$ cat config.mk
export PLATFORM = sky130hd
export DESIGN_NAME = aff_parser
export DESIGN_NICKNAME = d
export VERILOG_FILES = /design/src/verilog/aff_parser.v
export VERILOG_INCLUDE_DIRS = /design/src /design/src/common
export SDC_FILE = /design/constraint.sdc
export NUM_CORES = 2
export LEC_CHECK = 0
export BUFFER_PORTS_ARGS = -buffer_cell sky130_fd_sc_hd__buf_2
export CORE_UTILIZATION = 45
export CTS_CLUSTER_DIAMETER = 100
export DETAILED_ROUTE_END_ITERATION = 8
export SLEW_MARGIN = 20
export SYNTH_ARGS = -nofsm -noshare
export SYNTH_HDL_FRONTEND = slang
export SYNTH_SLANG_ARGS = --single-unit
$ cat constraint.sdc
create_clock -name i_clk -period 15.5 [get_ports i_clk]
set_input_delay 0.775 -clock i_clk [delete_from_list [all_inputs] [get_ports i_clk]]
set_output_delay 0.775 -clock i_clk [all_outputs]
set_load 0.005 [all_outputs]
$ cat src/common/aff_regs.vh
// constants for the auxiliary data field parser: register map, field layout, codes
// assumes inclusion by bare name from the parser module; definitions only
//
// Functional notes
// - short field is exactly four bytes
// - short: tag plus three data, or four data
// - short: tag needed at group start or resume
// - short: tag omitted only for same-application continuation
// - unfilled sub-field tail is zero padding
// - tag present flag tells whether tags exist
// - variable: length varies, tag list comes first
// - variable tag gives type and sub-field length
// - at most four sub-fields, each tagged
// - tag order matches sub-field order
// - tags one byte, list at most four
// - short list closed by type zero marker
// - sender includes list in listed cases
// - list omitted only for same length continuation
// - type zero also means no data
// - type 1 length, 2 and 3 label
// - types 12 to 15 object transfer only
// - type 31 never sent, invalid on receipt
// - user types 4-11 and 16-30
// - short tag: three zero bits, five type bits
// - variable length code maps to byte counts
// - field bytes reversed, tags sent last
// - mode: none, short, variable, reserved
// - flag zero no tags, one some tags
`ifndef AFF_REGS_VH
`define AFF_REGS_VH

// register byte offsets
`define AFF_REG_CTRL 8'h00
`define AFF_REG_STATUS 8'h04
`define AFF_REG_ERR 8'h08
`define AFF_REG_COUNT 8'h0C

// control fields
`define AFF_CTRL_EN 0
`define AFF_CTRL_DROP_BAD 1
`define AFF_CTRL_RESET 2'h0

// error bit positions
`define AFF_ERR_SHORT_LEN 0
`define AFF_ERR_RSVD 1
`define AFF_ERR_NO_CTX 2
`define AFF_ERR_TOTAL 3
`define AFF_ERR_TYPE31 4
`define AFF_ERR_MODE 5
`define AFF_ERR_OVF 6
`define AFF_ERR_W 7

// mode indicator codes
`define AFF_MODE_NONE 2'h0
`define AFF_MODE_SHORT 2'h1
`define AFF_MODE_VAR 2'h2

// field layout
`define AFF_TYPE_MSB 4
`define AFF_LEN_LSB 5
`define AFF_SHORT_BYTES 8'h04
`define AFF_SHORT_DATA 6'h03
`define AFF_MAX_TAGS 3'h4
`define AFF_MAX_FIELD 8'hC4

// application type codes
`define AFF_TYPE_END 5'h00
`define AFF_TYPE_LEN_IND 5'h01
`define AFF_TYPE_LABEL_S 5'h02
`define AFF_TYPE_LABEL_C 5'h03
`define AFF_TYPE_OBJ_LO 5'h0C
`define AFF_TYPE_OBJ_HI 5'h0F
`define AFF_TYPE_BAD 5'h1F

// application classes on the output
`define AFF_CLS_LEN 3'h1
`define AFF_CLS_LABEL 3'h2
`define AFF_CLS_OBJ 3'h3
`define AFF_CLS_USER 3'h4
`define AFF_CLS_BAD 3'h5

`endif

$ cat src/verilog/aff_parser.v
// receive-side parser for the auxiliary data field of one audio frame
// assumes field bytes arrive in transmission order from logic on i_clk,
// with mode and tag flag valid beside the field end pulse
`timescale 1ns/1ps
`default_nettype none
`include "aff_regs.vh"

module aff_parser
(
    input wire i_clk,
    input wire i_nrst,
    input wire i_byte_valid,
    input wire [7:0] i_byte,
    input wire i_field_end,
    input wire [1:0] i_mode,
    input wire i_tag_flag,
    input wire [7:0] i_addr,
    input wire [31:0] i_wdata,
    input wire i_wr,
    input wire i_rd,
    output reg [31:0] o_rdata,
    output reg o_data_valid,
    output reg [7:0] o_data,
    output reg [4:0] o_app_type,
    output reg [2:0] o_app_class,
    output reg [1:0] o_sub_index,
    output reg o_sub_first,
    output reg o_sub_last,
    output reg o_busy
);

    // =========================================================
    // states and helpers
    localparam S_IDLE = 3'h0;
    localparam S_SETUP = 3'h1;
    localparam S_LIST = 3'h2;
    localparam S_CHECK = 3'h3;
    localparam S_EMIT = 3'h4;
    localparam S_DONE = 3'h5;

    // sub-field byte count from the 3-bit length code
    function [5:0] len_decode;
        input [2:0] code;
        begin
            case (code)
                3'h0: len_decode = 6'h04;
                3'h1: len_decode = 6'h06;
                3'h2: len_decode = 6'h08;
                3'h3: len_decode = 6'h0C;
                3'h4: len_decode = 6'h10;
                3'h5: len_decode = 6'h18;
                3'h6: len_decode = 6'h20;
                default: len_decode = 6'h30;
            endcase
        end
    endfunction

    // application class of a type code
    function [2:0] type_class;
        input [4:0] t;
        begin
            if (t == `AFF_TYPE_LEN_IND)
                type_class = `AFF_CLS_LEN;
            else if (t == `AFF_TYPE_LABEL_S || t == `AFF_TYPE_LABEL_C)
                type_class = `AFF_CLS_LABEL;
            else if (t >= `AFF_TYPE_OBJ_LO && t <= `AFF_TYPE_OBJ_HI)
                type_class = `AFF_CLS_OBJ;
            else if (t == `AFF_TYPE_BAD)
                type_class = `AFF_CLS_BAD;
            else if (t == `AFF_TYPE_END)
                type_class = 3'h0;
            else
                type_class = `AFF_CLS_USER;
        end
    endfunction

    // =========================================================
    // field store and state
    reg [7:0] field_mem [0:255];
    reg [7:0] nbytes;
    reg [2:0] state;
    reg [1:0] mode;
    reg tag_flag;
    reg [1:0] ctrl;
    reg [`AFF_ERR_W-1:0] err;
    reg [`AFF_ERR_W-1:0] err_set;
    reg [15:0] frame_cnt;
    reg [4:0] sub_type [0:3];
    reg [5:0] sub_len [0:3];
    reg [2:0] sub_cnt;
    reg [2:0] tag_idx;
    reg [7:0] pos;
    reg [1:0] si;
    reg [5:0] rem;
    reg [4:0] held_type;
    reg [5:0] held_len;
    reg held_ok;
    reg [8:0] total;
    wire [7:0] lbyte;
    wire [4:0] ltype;
    wire [4:0] cur_type;
    wire drop_now;

    // fields are stored as sent; logical byte k sits at the far end,
    // so reading backwards undoes the byte reversal
    assign lbyte = field_mem[nbytes - 8'h01 - pos];
    assign ltype = lbyte[`AFF_TYPE_MSB:0];
    assign cur_type = sub_type[si];

    // a dropped byte raises no pulse, marks included
    assign drop_now = cur_type == `AFF_TYPE_BAD && ctrl[`AFF_CTRL_DROP_BAD];

    // sum of tagged sub-field lengths for the total check
    integer k;
    // reset loop has its own index: one driver each
    integer j;
    always @*
    begin
        total = 9'h000;
        for (k = 0; k < 4; k = k + 1)
        begin
            if (k < sub_cnt)
                total = total + {3'h0, sub_len[k]};
        end
    end

    // field byte capture while idle; overflow pulses the error set for one cycle and is held in err
    always @(posedge i_clk)
    begin
        if (state == S_IDLE && i_byte_valid && nbytes != 8'hFF)
            field_mem[nbytes] <= i_byte;
    end

    // =========================================================
    // parse sequence
    always @(posedge i_clk)
    begin
        if (!i_nrst)
        begin
            state <= S_IDLE;
            nbytes <= 8'h00;
            mode <= `AFF_MODE_NONE;
            tag_flag <= 1'b0;
            sub_cnt <= 3'h0;
            tag_idx <= 3'h0;
            pos <= 8'h00;
            si <= 2'h0;
            rem <= 6'h00;
            held_type <= 5'h00;
            held_len <= 6'h00;
            held_ok <= 1'b0;
            frame_cnt <= 16'h0000;
            err_set <= {`AFF_ERR_W{1'b0}};
            o_data_valid <= 1'b0;
            o_data <= 8'h00;
            o_app_type <= 5'h00;
            o_app_class <= 3'h0;
            o_sub_index <= 2'h0;
            o_sub_first <= 1'b0;
            o_sub_last <= 1'b0;
            o_busy <= 1'b0;
            for (j = 0; j < 4; j = j + 1)
            begin
                sub_type[j] <= 5'h00;
                sub_len[j] <= 6'h00;
            end
        end
        else
        begin
            err_set <= {`AFF_ERR_W{1'b0}};
            o_data_valid <= 1'b0;
            o_sub_first <= 1'b0;
            o_sub_last <= 1'b0;
            case (state)
                S_IDLE:
                begin
                    o_busy <= 1'b0;
                    // count stops at the largest legal field
                    if (i_byte_valid)
                    begin
                        if (nbytes == `AFF_MAX_FIELD)
                            err_set[`AFF_ERR_OVF] <= 1'b1;
                        else
                            nbytes <= nbytes + 8'h01;
                    end
                    if (i_field_end && ctrl[`AFF_CTRL_EN])
                    begin
                        mode <= i_mode;
                        tag_flag <= i_tag_flag;
                        o_busy <= 1'b1;
                        pos <= 8'h00;
                        tag_idx <= 3'h0;
                        sub_cnt <= 3'h0;
                        si <= 2'h0;
                        frame_cnt <= frame_cnt + 16'h0001;
                        state <= S_SETUP;
                    end
                    else if (i_field_end)
                        nbytes <= 8'h00;
                end
                S_SETUP:
                begin
                    state <= S_DONE;
                    if (mode == `AFF_MODE_SHORT)
                    begin
                        if (nbytes != `AFF_SHORT_BYTES)
                            err_set[`AFF_ERR_SHORT_LEN] <= 1'b1;
                        else if (tag_flag && lbyte[7:`AFF_LEN_LSB] != 3'h0)
                            err_set[`AFF_ERR_RSVD] <= 1'b1;
                        // nonzero reserved bits refuse the frame
                        else if (tag_flag)
                        begin
                            // one tag then three data bytes
                            sub_type[0] <= ltype;
                            sub_len[0] <= `AFF_SHORT_DATA;
                            rem <= `AFF_SHORT_DATA;
                            pos <= 8'h01;
                            // type zero: field carries nothing
                            if (ltype != `AFF_TYPE_END)
                            begin
                                sub_cnt <= 3'h1;
                                state <= S_EMIT;
                            end
                        end
                        else if (!held_ok)
                            err_set[`AFF_ERR_NO_CTX] <= 1'b1;
                        else
                        begin
                            // untagged four bytes continue the held type
                            sub_type[0] <= held_type;
                            sub_len[0] <= 6'h04;
                            rem <= 6'h04;
                            sub_cnt <= 3'h1;
                            state <= S_EMIT;
                        end
                    end
                    else if (mode == `AFF_MODE_VAR)
                    begin
                        if (tag_flag)
                            state <= S_LIST;
                        else if (!held_ok || {2'h0, held_len} != nbytes)
                            err_set[`AFF_ERR_NO_CTX] <= 1'b1;
                        else
                        begin
                            sub_type[0] <= held_type;
                            sub_len[0] <= held_len;
                            rem <= held_len;
                            sub_cnt <= 3'h1;
                            state <= S_EMIT;
                        end
                    end
                    else if (mode != `AFF_MODE_NONE)
                        err_set[`AFF_ERR_MODE] <= 1'b1;
                end
                S_LIST:
                begin
                    // walk the tag list from the logical start
                    if (tag_idx == `AFF_MAX_TAGS || ltype == `AFF_TYPE_END)
                    begin
                        sub_cnt <= tag_idx;
                        pos <= (tag_idx == `AFF_MAX_TAGS) ? 8'h04 : {5'h00, tag_idx} + 8'h01;
                        state <= S_CHECK;
                    end
                    else
                    begin
                        sub_type[tag_idx[1:0]] <= ltype;
                        sub_len[tag_idx[1:0]] <= len_decode(lbyte[7:`AFF_LEN_LSB]);
                        tag_idx <= tag_idx + 3'h1;
                        pos <= pos + 8'h01;
                    end
                end
                S_CHECK:
                begin
                    // list bytes plus sub-fields must make the whole field
                    if (total + {1'b0, pos} != {1'b0, nbytes})
                    begin
                        err_set[`AFF_ERR_TOTAL] <= 1'b1;
                        state <= S_DONE;
                    end
                    else if (sub_cnt == 3'h0)
                        state <= S_DONE;
                    else
                    begin
                        rem <= sub_len[0];
                        state <= S_EMIT;
                    end
                end
                S_EMIT:
                begin
                    // zero padding passes through as data; its length is
                    // known only inside the data group itself
                    if (cur_type == `AFF_TYPE_BAD)
                        err_set[`AFF_ERR_TYPE31] <= 1'b1;
                    o_data_valid <= !drop_now;
                    o_data <= lbyte;
                    o_app_type <= cur_type;
                    o_app_class <= type_class(cur_type);
                    o_sub_index <= si;
                    o_sub_first <= (rem == sub_len[si]) && !drop_now;
                    o_sub_last <= (rem == 6'h01) && !drop_now;
                    pos <= pos + 8'h01;
                    if (rem != 6'h01)
                        rem <= rem - 6'h01;
                    else if ({1'b0, si} + 3'h1 == sub_cnt)
                    begin
                        // the last sub-field carries over to the next frame
                        held_type <= cur_type;
                        held_len <= (mode == `AFF_MODE_VAR) ? sub_len[si] : 6'h04;
                        held_ok <= 1'b1;
                        state <= S_DONE;
                    end
                    else
                    begin
                        si <= si + 2'h1;
                        rem <= sub_len[si + 2'h1];
                    end
                end
                S_DONE:
                begin
                    // a field with no extended data breaks any continuation
                    if (mode == `AFF_MODE_NONE || sub_cnt == 3'h0)
                        held_ok <= 1'b0;
                    nbytes <= 8'h00;
                    o_busy <= 1'b0;
                    state <= S_IDLE;
                end
                default:
                    state <= S_IDLE;
            endcase
        end
    end

    // =========================================================
    // register port: read data one cycle after the strobe
    always @(posedge i_clk)
    begin
        if (!i_nrst)
        begin
            ctrl <= `AFF_CTRL_RESET;
            err <= {`AFF_ERR_W{1'b0}};
            o_rdata <= 32'h00000000;
        end
        else
        begin
            // only the two low bits are kept
            if (i_wr && i_addr == `AFF_REG_CTRL)
                ctrl <= i_wdata[1:0];
            // write one to clear; a new event in the same cycle wins
            if (i_wr && i_addr == `AFF_REG_ERR)
                err <= (err & ~i_wdata[`AFF_ERR_W-1:0]) | err_set;
            else
                err <= err | err_set;
            o_rdata <= 32'h00000000;
            if (i_rd)
            begin
                // unmapped addresses read as zero
                case (i_addr)
                    `AFF_REG_CTRL: o_rdata <= {30'h0, ctrl};
                    `AFF_REG_STATUS:
                        o_rdata <= {11'h000, held_len, held_type, held_ok, sub_cnt, tag_flag, mode, state};
                    `AFF_REG_ERR: o_rdata <= {25'h0, err};
                    `AFF_REG_COUNT: o_rdata <= {16'h0, frame_cnt};
                    default: o_rdata <= 32'h00000000;
                endcase
            end
        end
    end

endmodule

`default_nettype wire

==> results.json <==
{
  "cts_buffers": 221,
  "start_kind": "register",
  "critPathKind": "reg -> reg",
  "status": "completed",
  "dr_total_vias": 45281,
  "die_height_um": 448,
  "drt_iter0_drc": 4910,
  "grt_max_degree": 147,
  "p_leak_nw": 31.4,
  "drtAntennaViolNets": 0,
  "maxCapViolCount": 0,
  "dieArea_um2": 201000,
  "clk_latency_ns": 0.86,
  "cts_tree": "yes",
  "slew_violations": 0,
  "finalNonFillerCells": 7614,
  "antenna_found_initial": 7,
  "place_area_um2": 92800,
  "synth-edff-count": 2092,
  "wl_per_cell_um": 29.4,
  "seq_area_frac_synth_pct": 72.9,
  "powerDensity_nw_per_um2": 125,
  "hold_viol_final": 0,
  "ys_ff_latch": 2217,
  "required_ns": 15.97,
  "synthCells": 4664,
  "dp_cells": 7197,
  "routed_wl_mm": 224,
  "dp_hpwl_mm": 136,
  "path_cells": "ha_4 -> inv_1 -> fa_4 -> buf_12 -> buf_4 -> mux4_2 -> mux4_2 -> a2111oi_0 -> or4_1 -> a211o_1 -> nand2_1 -> nor4_4 -> or2_1 -> a211o_1 -> nand2_1",
  "ir_worst_vdd_v": 0.000104,
  "min_path_type": "in -> reg",
  "io-pin-count": 111,
  "skew_ns": 0.0481,
  "grt_pass1_vias": 45685,
  "period_minus_slack_ns": 8.48,
  "die_width_um": 448,
  "post_cts_buffers": 0,
  "crit_path_end_kind": "register",
  "syn-cell-area_um2": 89700,
  "drive_gt1_share_pct": 23.1,
  "setup_tns_ns": 0,
  "core_um2": 198000,
  "cts_resized": 0,
  "cp_num_buf_inv": 3,
  "worstMarginPinSlew_ns": 1.19,
  "ctsHoldBuffers": 0,
  "overflow": 0,
  "crit_family": "simple AND/OR/NAND/NOR gates",
  "rsz0062_at_grt": "no",
  "max-clock-path-buffers": 3,
  "synth_warnings": 0,
  "fin_crit_sh_pct": 54.7,
  "rows": 163,
  "setup_slack_ns": 7.02,
  "worstPathMaxFanout": 98,
  "max_freq_ghz": 0.118,
  "fin_area_um2": 100000,
  "cts_root_buf": "clkbuf_16",
  "critPathArrivalTime_ns": 8.95,
  "io_buffer_count": 74,
  "place.gp.congestion": 0.844,
  "avgViaCountPerCell": 5.95,
  "grt_util_all_layers_pct": 22.5,
  "start_util_pct": 45.4,
  "setup_viol": 0,
  "syn_to_final_growth_pct": 11.5,
  "dp_slack_ns": 7.10,
  "path_clk_slew_ns": 0.06,
  "grt_pass1_wl_mm": 325,
  "synth_top_flop_cell": "edfxtp_1",
  "slew_headroom_pct": 19.9,
  "drc": 0,
  "cpPeakStageDelay_ns": 1.12,
  "synth_area_per_cell_um2": 19.2,
  "dr.pass1.iters": 6,
  "htreeDepth": 4,
  "slowest_stage": "fa_4",
  "synth_cell_types": 94,
  "async_flop_share_pct": 0,
  "cts_sinks": 2217,
  "nets": 4891,
  "fillers": 15785
}
==> path summary, 6_finish.rpt <==
path,start,to,slack [ns],depth (start not counted)
min,i_mode[0],mode[0],0.15,3
max reg2reg,nbytes[0],sub_type[2][3],7.02,15
min reg2reg,err_set[3],err[3],0.43,2
max,nbytes[0],sub_type[2][3],7.02,15
==> synth_stat cells (9+ instances only) <==
cell type / number / area [µm²]
a2111oi_0: 13 / 114
a211oi_1: 22 / 165
a21o_1: 12 / 90.1
a21oi_1: 105 / 526
a221oi_1: 19 / 166
a22oi_1: 22 / 165
a311oi_1: 16 / 140
a31oi_1: 18 / 113
and2_1: 27 / 169
and3_1: 23 / 144
buf_1: 13 / 48.8
buf_2: 42 / 210
buf_4: 67 / 503
buf_6: 29 / 327
clkbuf_1: 134 / 503
dfxtp_1: 125 / 2500
edfxtp_1: 2092 / 62800
ha_1: 49 / 613
inv_1: 49 / 184
mux2_2: 20 / 225
mux2i_1: 39 / 390
mux4_2: 609 / 13700
nand2_1: 264 / 991
nand3_1: 55 / 275
nand4_1: 16 / 100
nor2_1: 405 / 1520
nor2b_1: 37 / 231
nor3_1: 33 / 165
o211ai_1: 13 / 97.6
o21ai_0: 48 / 240
o22ai_1: 9 / 56.3
or3_1: 9 / 56.3
xnor2_1: 43 / 377
xor2_1: 27 / 236
==> state kept, by name, indices dropped and copies added, names as in the netlist, 8 cells and up, named ones only <==
register,cells
field_mem,2048
sub_len,24
o_rdata,21
sub_type,20
frame_cnt,16
nbytes,8
o_data,8
pos,8
==> placed cells by master (no fill, tap or decap), types with 32 or more instances in the layout <==
cell type	synthesis	layout
mux2i_1	39	39
clkbuf_1	134	58
clkbuf_16	0	224
nor2_1	405	404
nand2_1	264	248
xnor2_1	43	41
o21ai_0	48	48
nor2b_1	37	35
dfxtp_1	125	125
buf_4	67	72
inv_1	49	49
edfxtp_1	2092	2092
nor3_1	33	32
mux4_2	609	609
nand3_1	55	55
a21oi_1	105	105
clkinv_1	1	49
buf_2	42	66
ha_1	49	48
clkinv_2	0	38
==> cells by family after synthesis <==
logic type	count (synthesis)	share of synthesized area (%)
adder cells (fa/ha/maj)	54	0.795
flip-flops	2217	72.9
XOR/XNOR	71	0.714
buffers and inverters	335	1.98
AO/OA/AOI/OAI	385	2.97
AND/OR/NAND/NOR	929	4.60
other	1	0.00418
multiplexers	672	16.1
==> power by group <==
part | total, mW | switching (mW) | internal [mW]
sequential | 6.56 | 0.00566 | 6.55
combinational | 0.617 | 0.398 | 0.219
clock | 5.30 | 2.29 | 3.01
==> tightest hold or removal path, cell delays in order <==
cell and delay [ns]:
buf_2 0.09, nand2_1 0.05, a21oi_1 0.05
==> metrics by stage <==
stage | utilization, % | power [mW] | hold slack, ns
finish | 50.6 | 12.5 | 0.148
global route | 50.6 | 12.8 | 0.127
CTS | 50.6 | 12.6 | 0.0880
detailed placement | 47.0 | 7.31 | 0.436
global placement | 47.0 | 7.30 | 0.423
floorplan | - | 7.03 | 0.413
==> layer usage <==
metal,up-vias,share of wire [%],global-route usage [%]
li1,19177,-,-
met2,1640,48,35.8
met1,24107,42,31.5
met5,-,0.0089,0
met4,2,3.0,6.97
met3,355,7.1,4.53
==> layout make-up <==
class | count | area, µm² | share of cell area, %
flip-flops and latches | 2217 | 65300 | 65.3
multi-input cells | 2132 | 22800 | 22.8
clock buffers | 285 | 5860 | 5.87
well taps | 2640 | 3300 | 3.30
clock inverters | 129 | 1300 | 1.30
repair buffers | 158 | 1200 | 1.20
inverters | 50 | 188 | 0.188
diodes | 3 | 7.51 | 0.00751
Power figures use the tool's default switching activity.
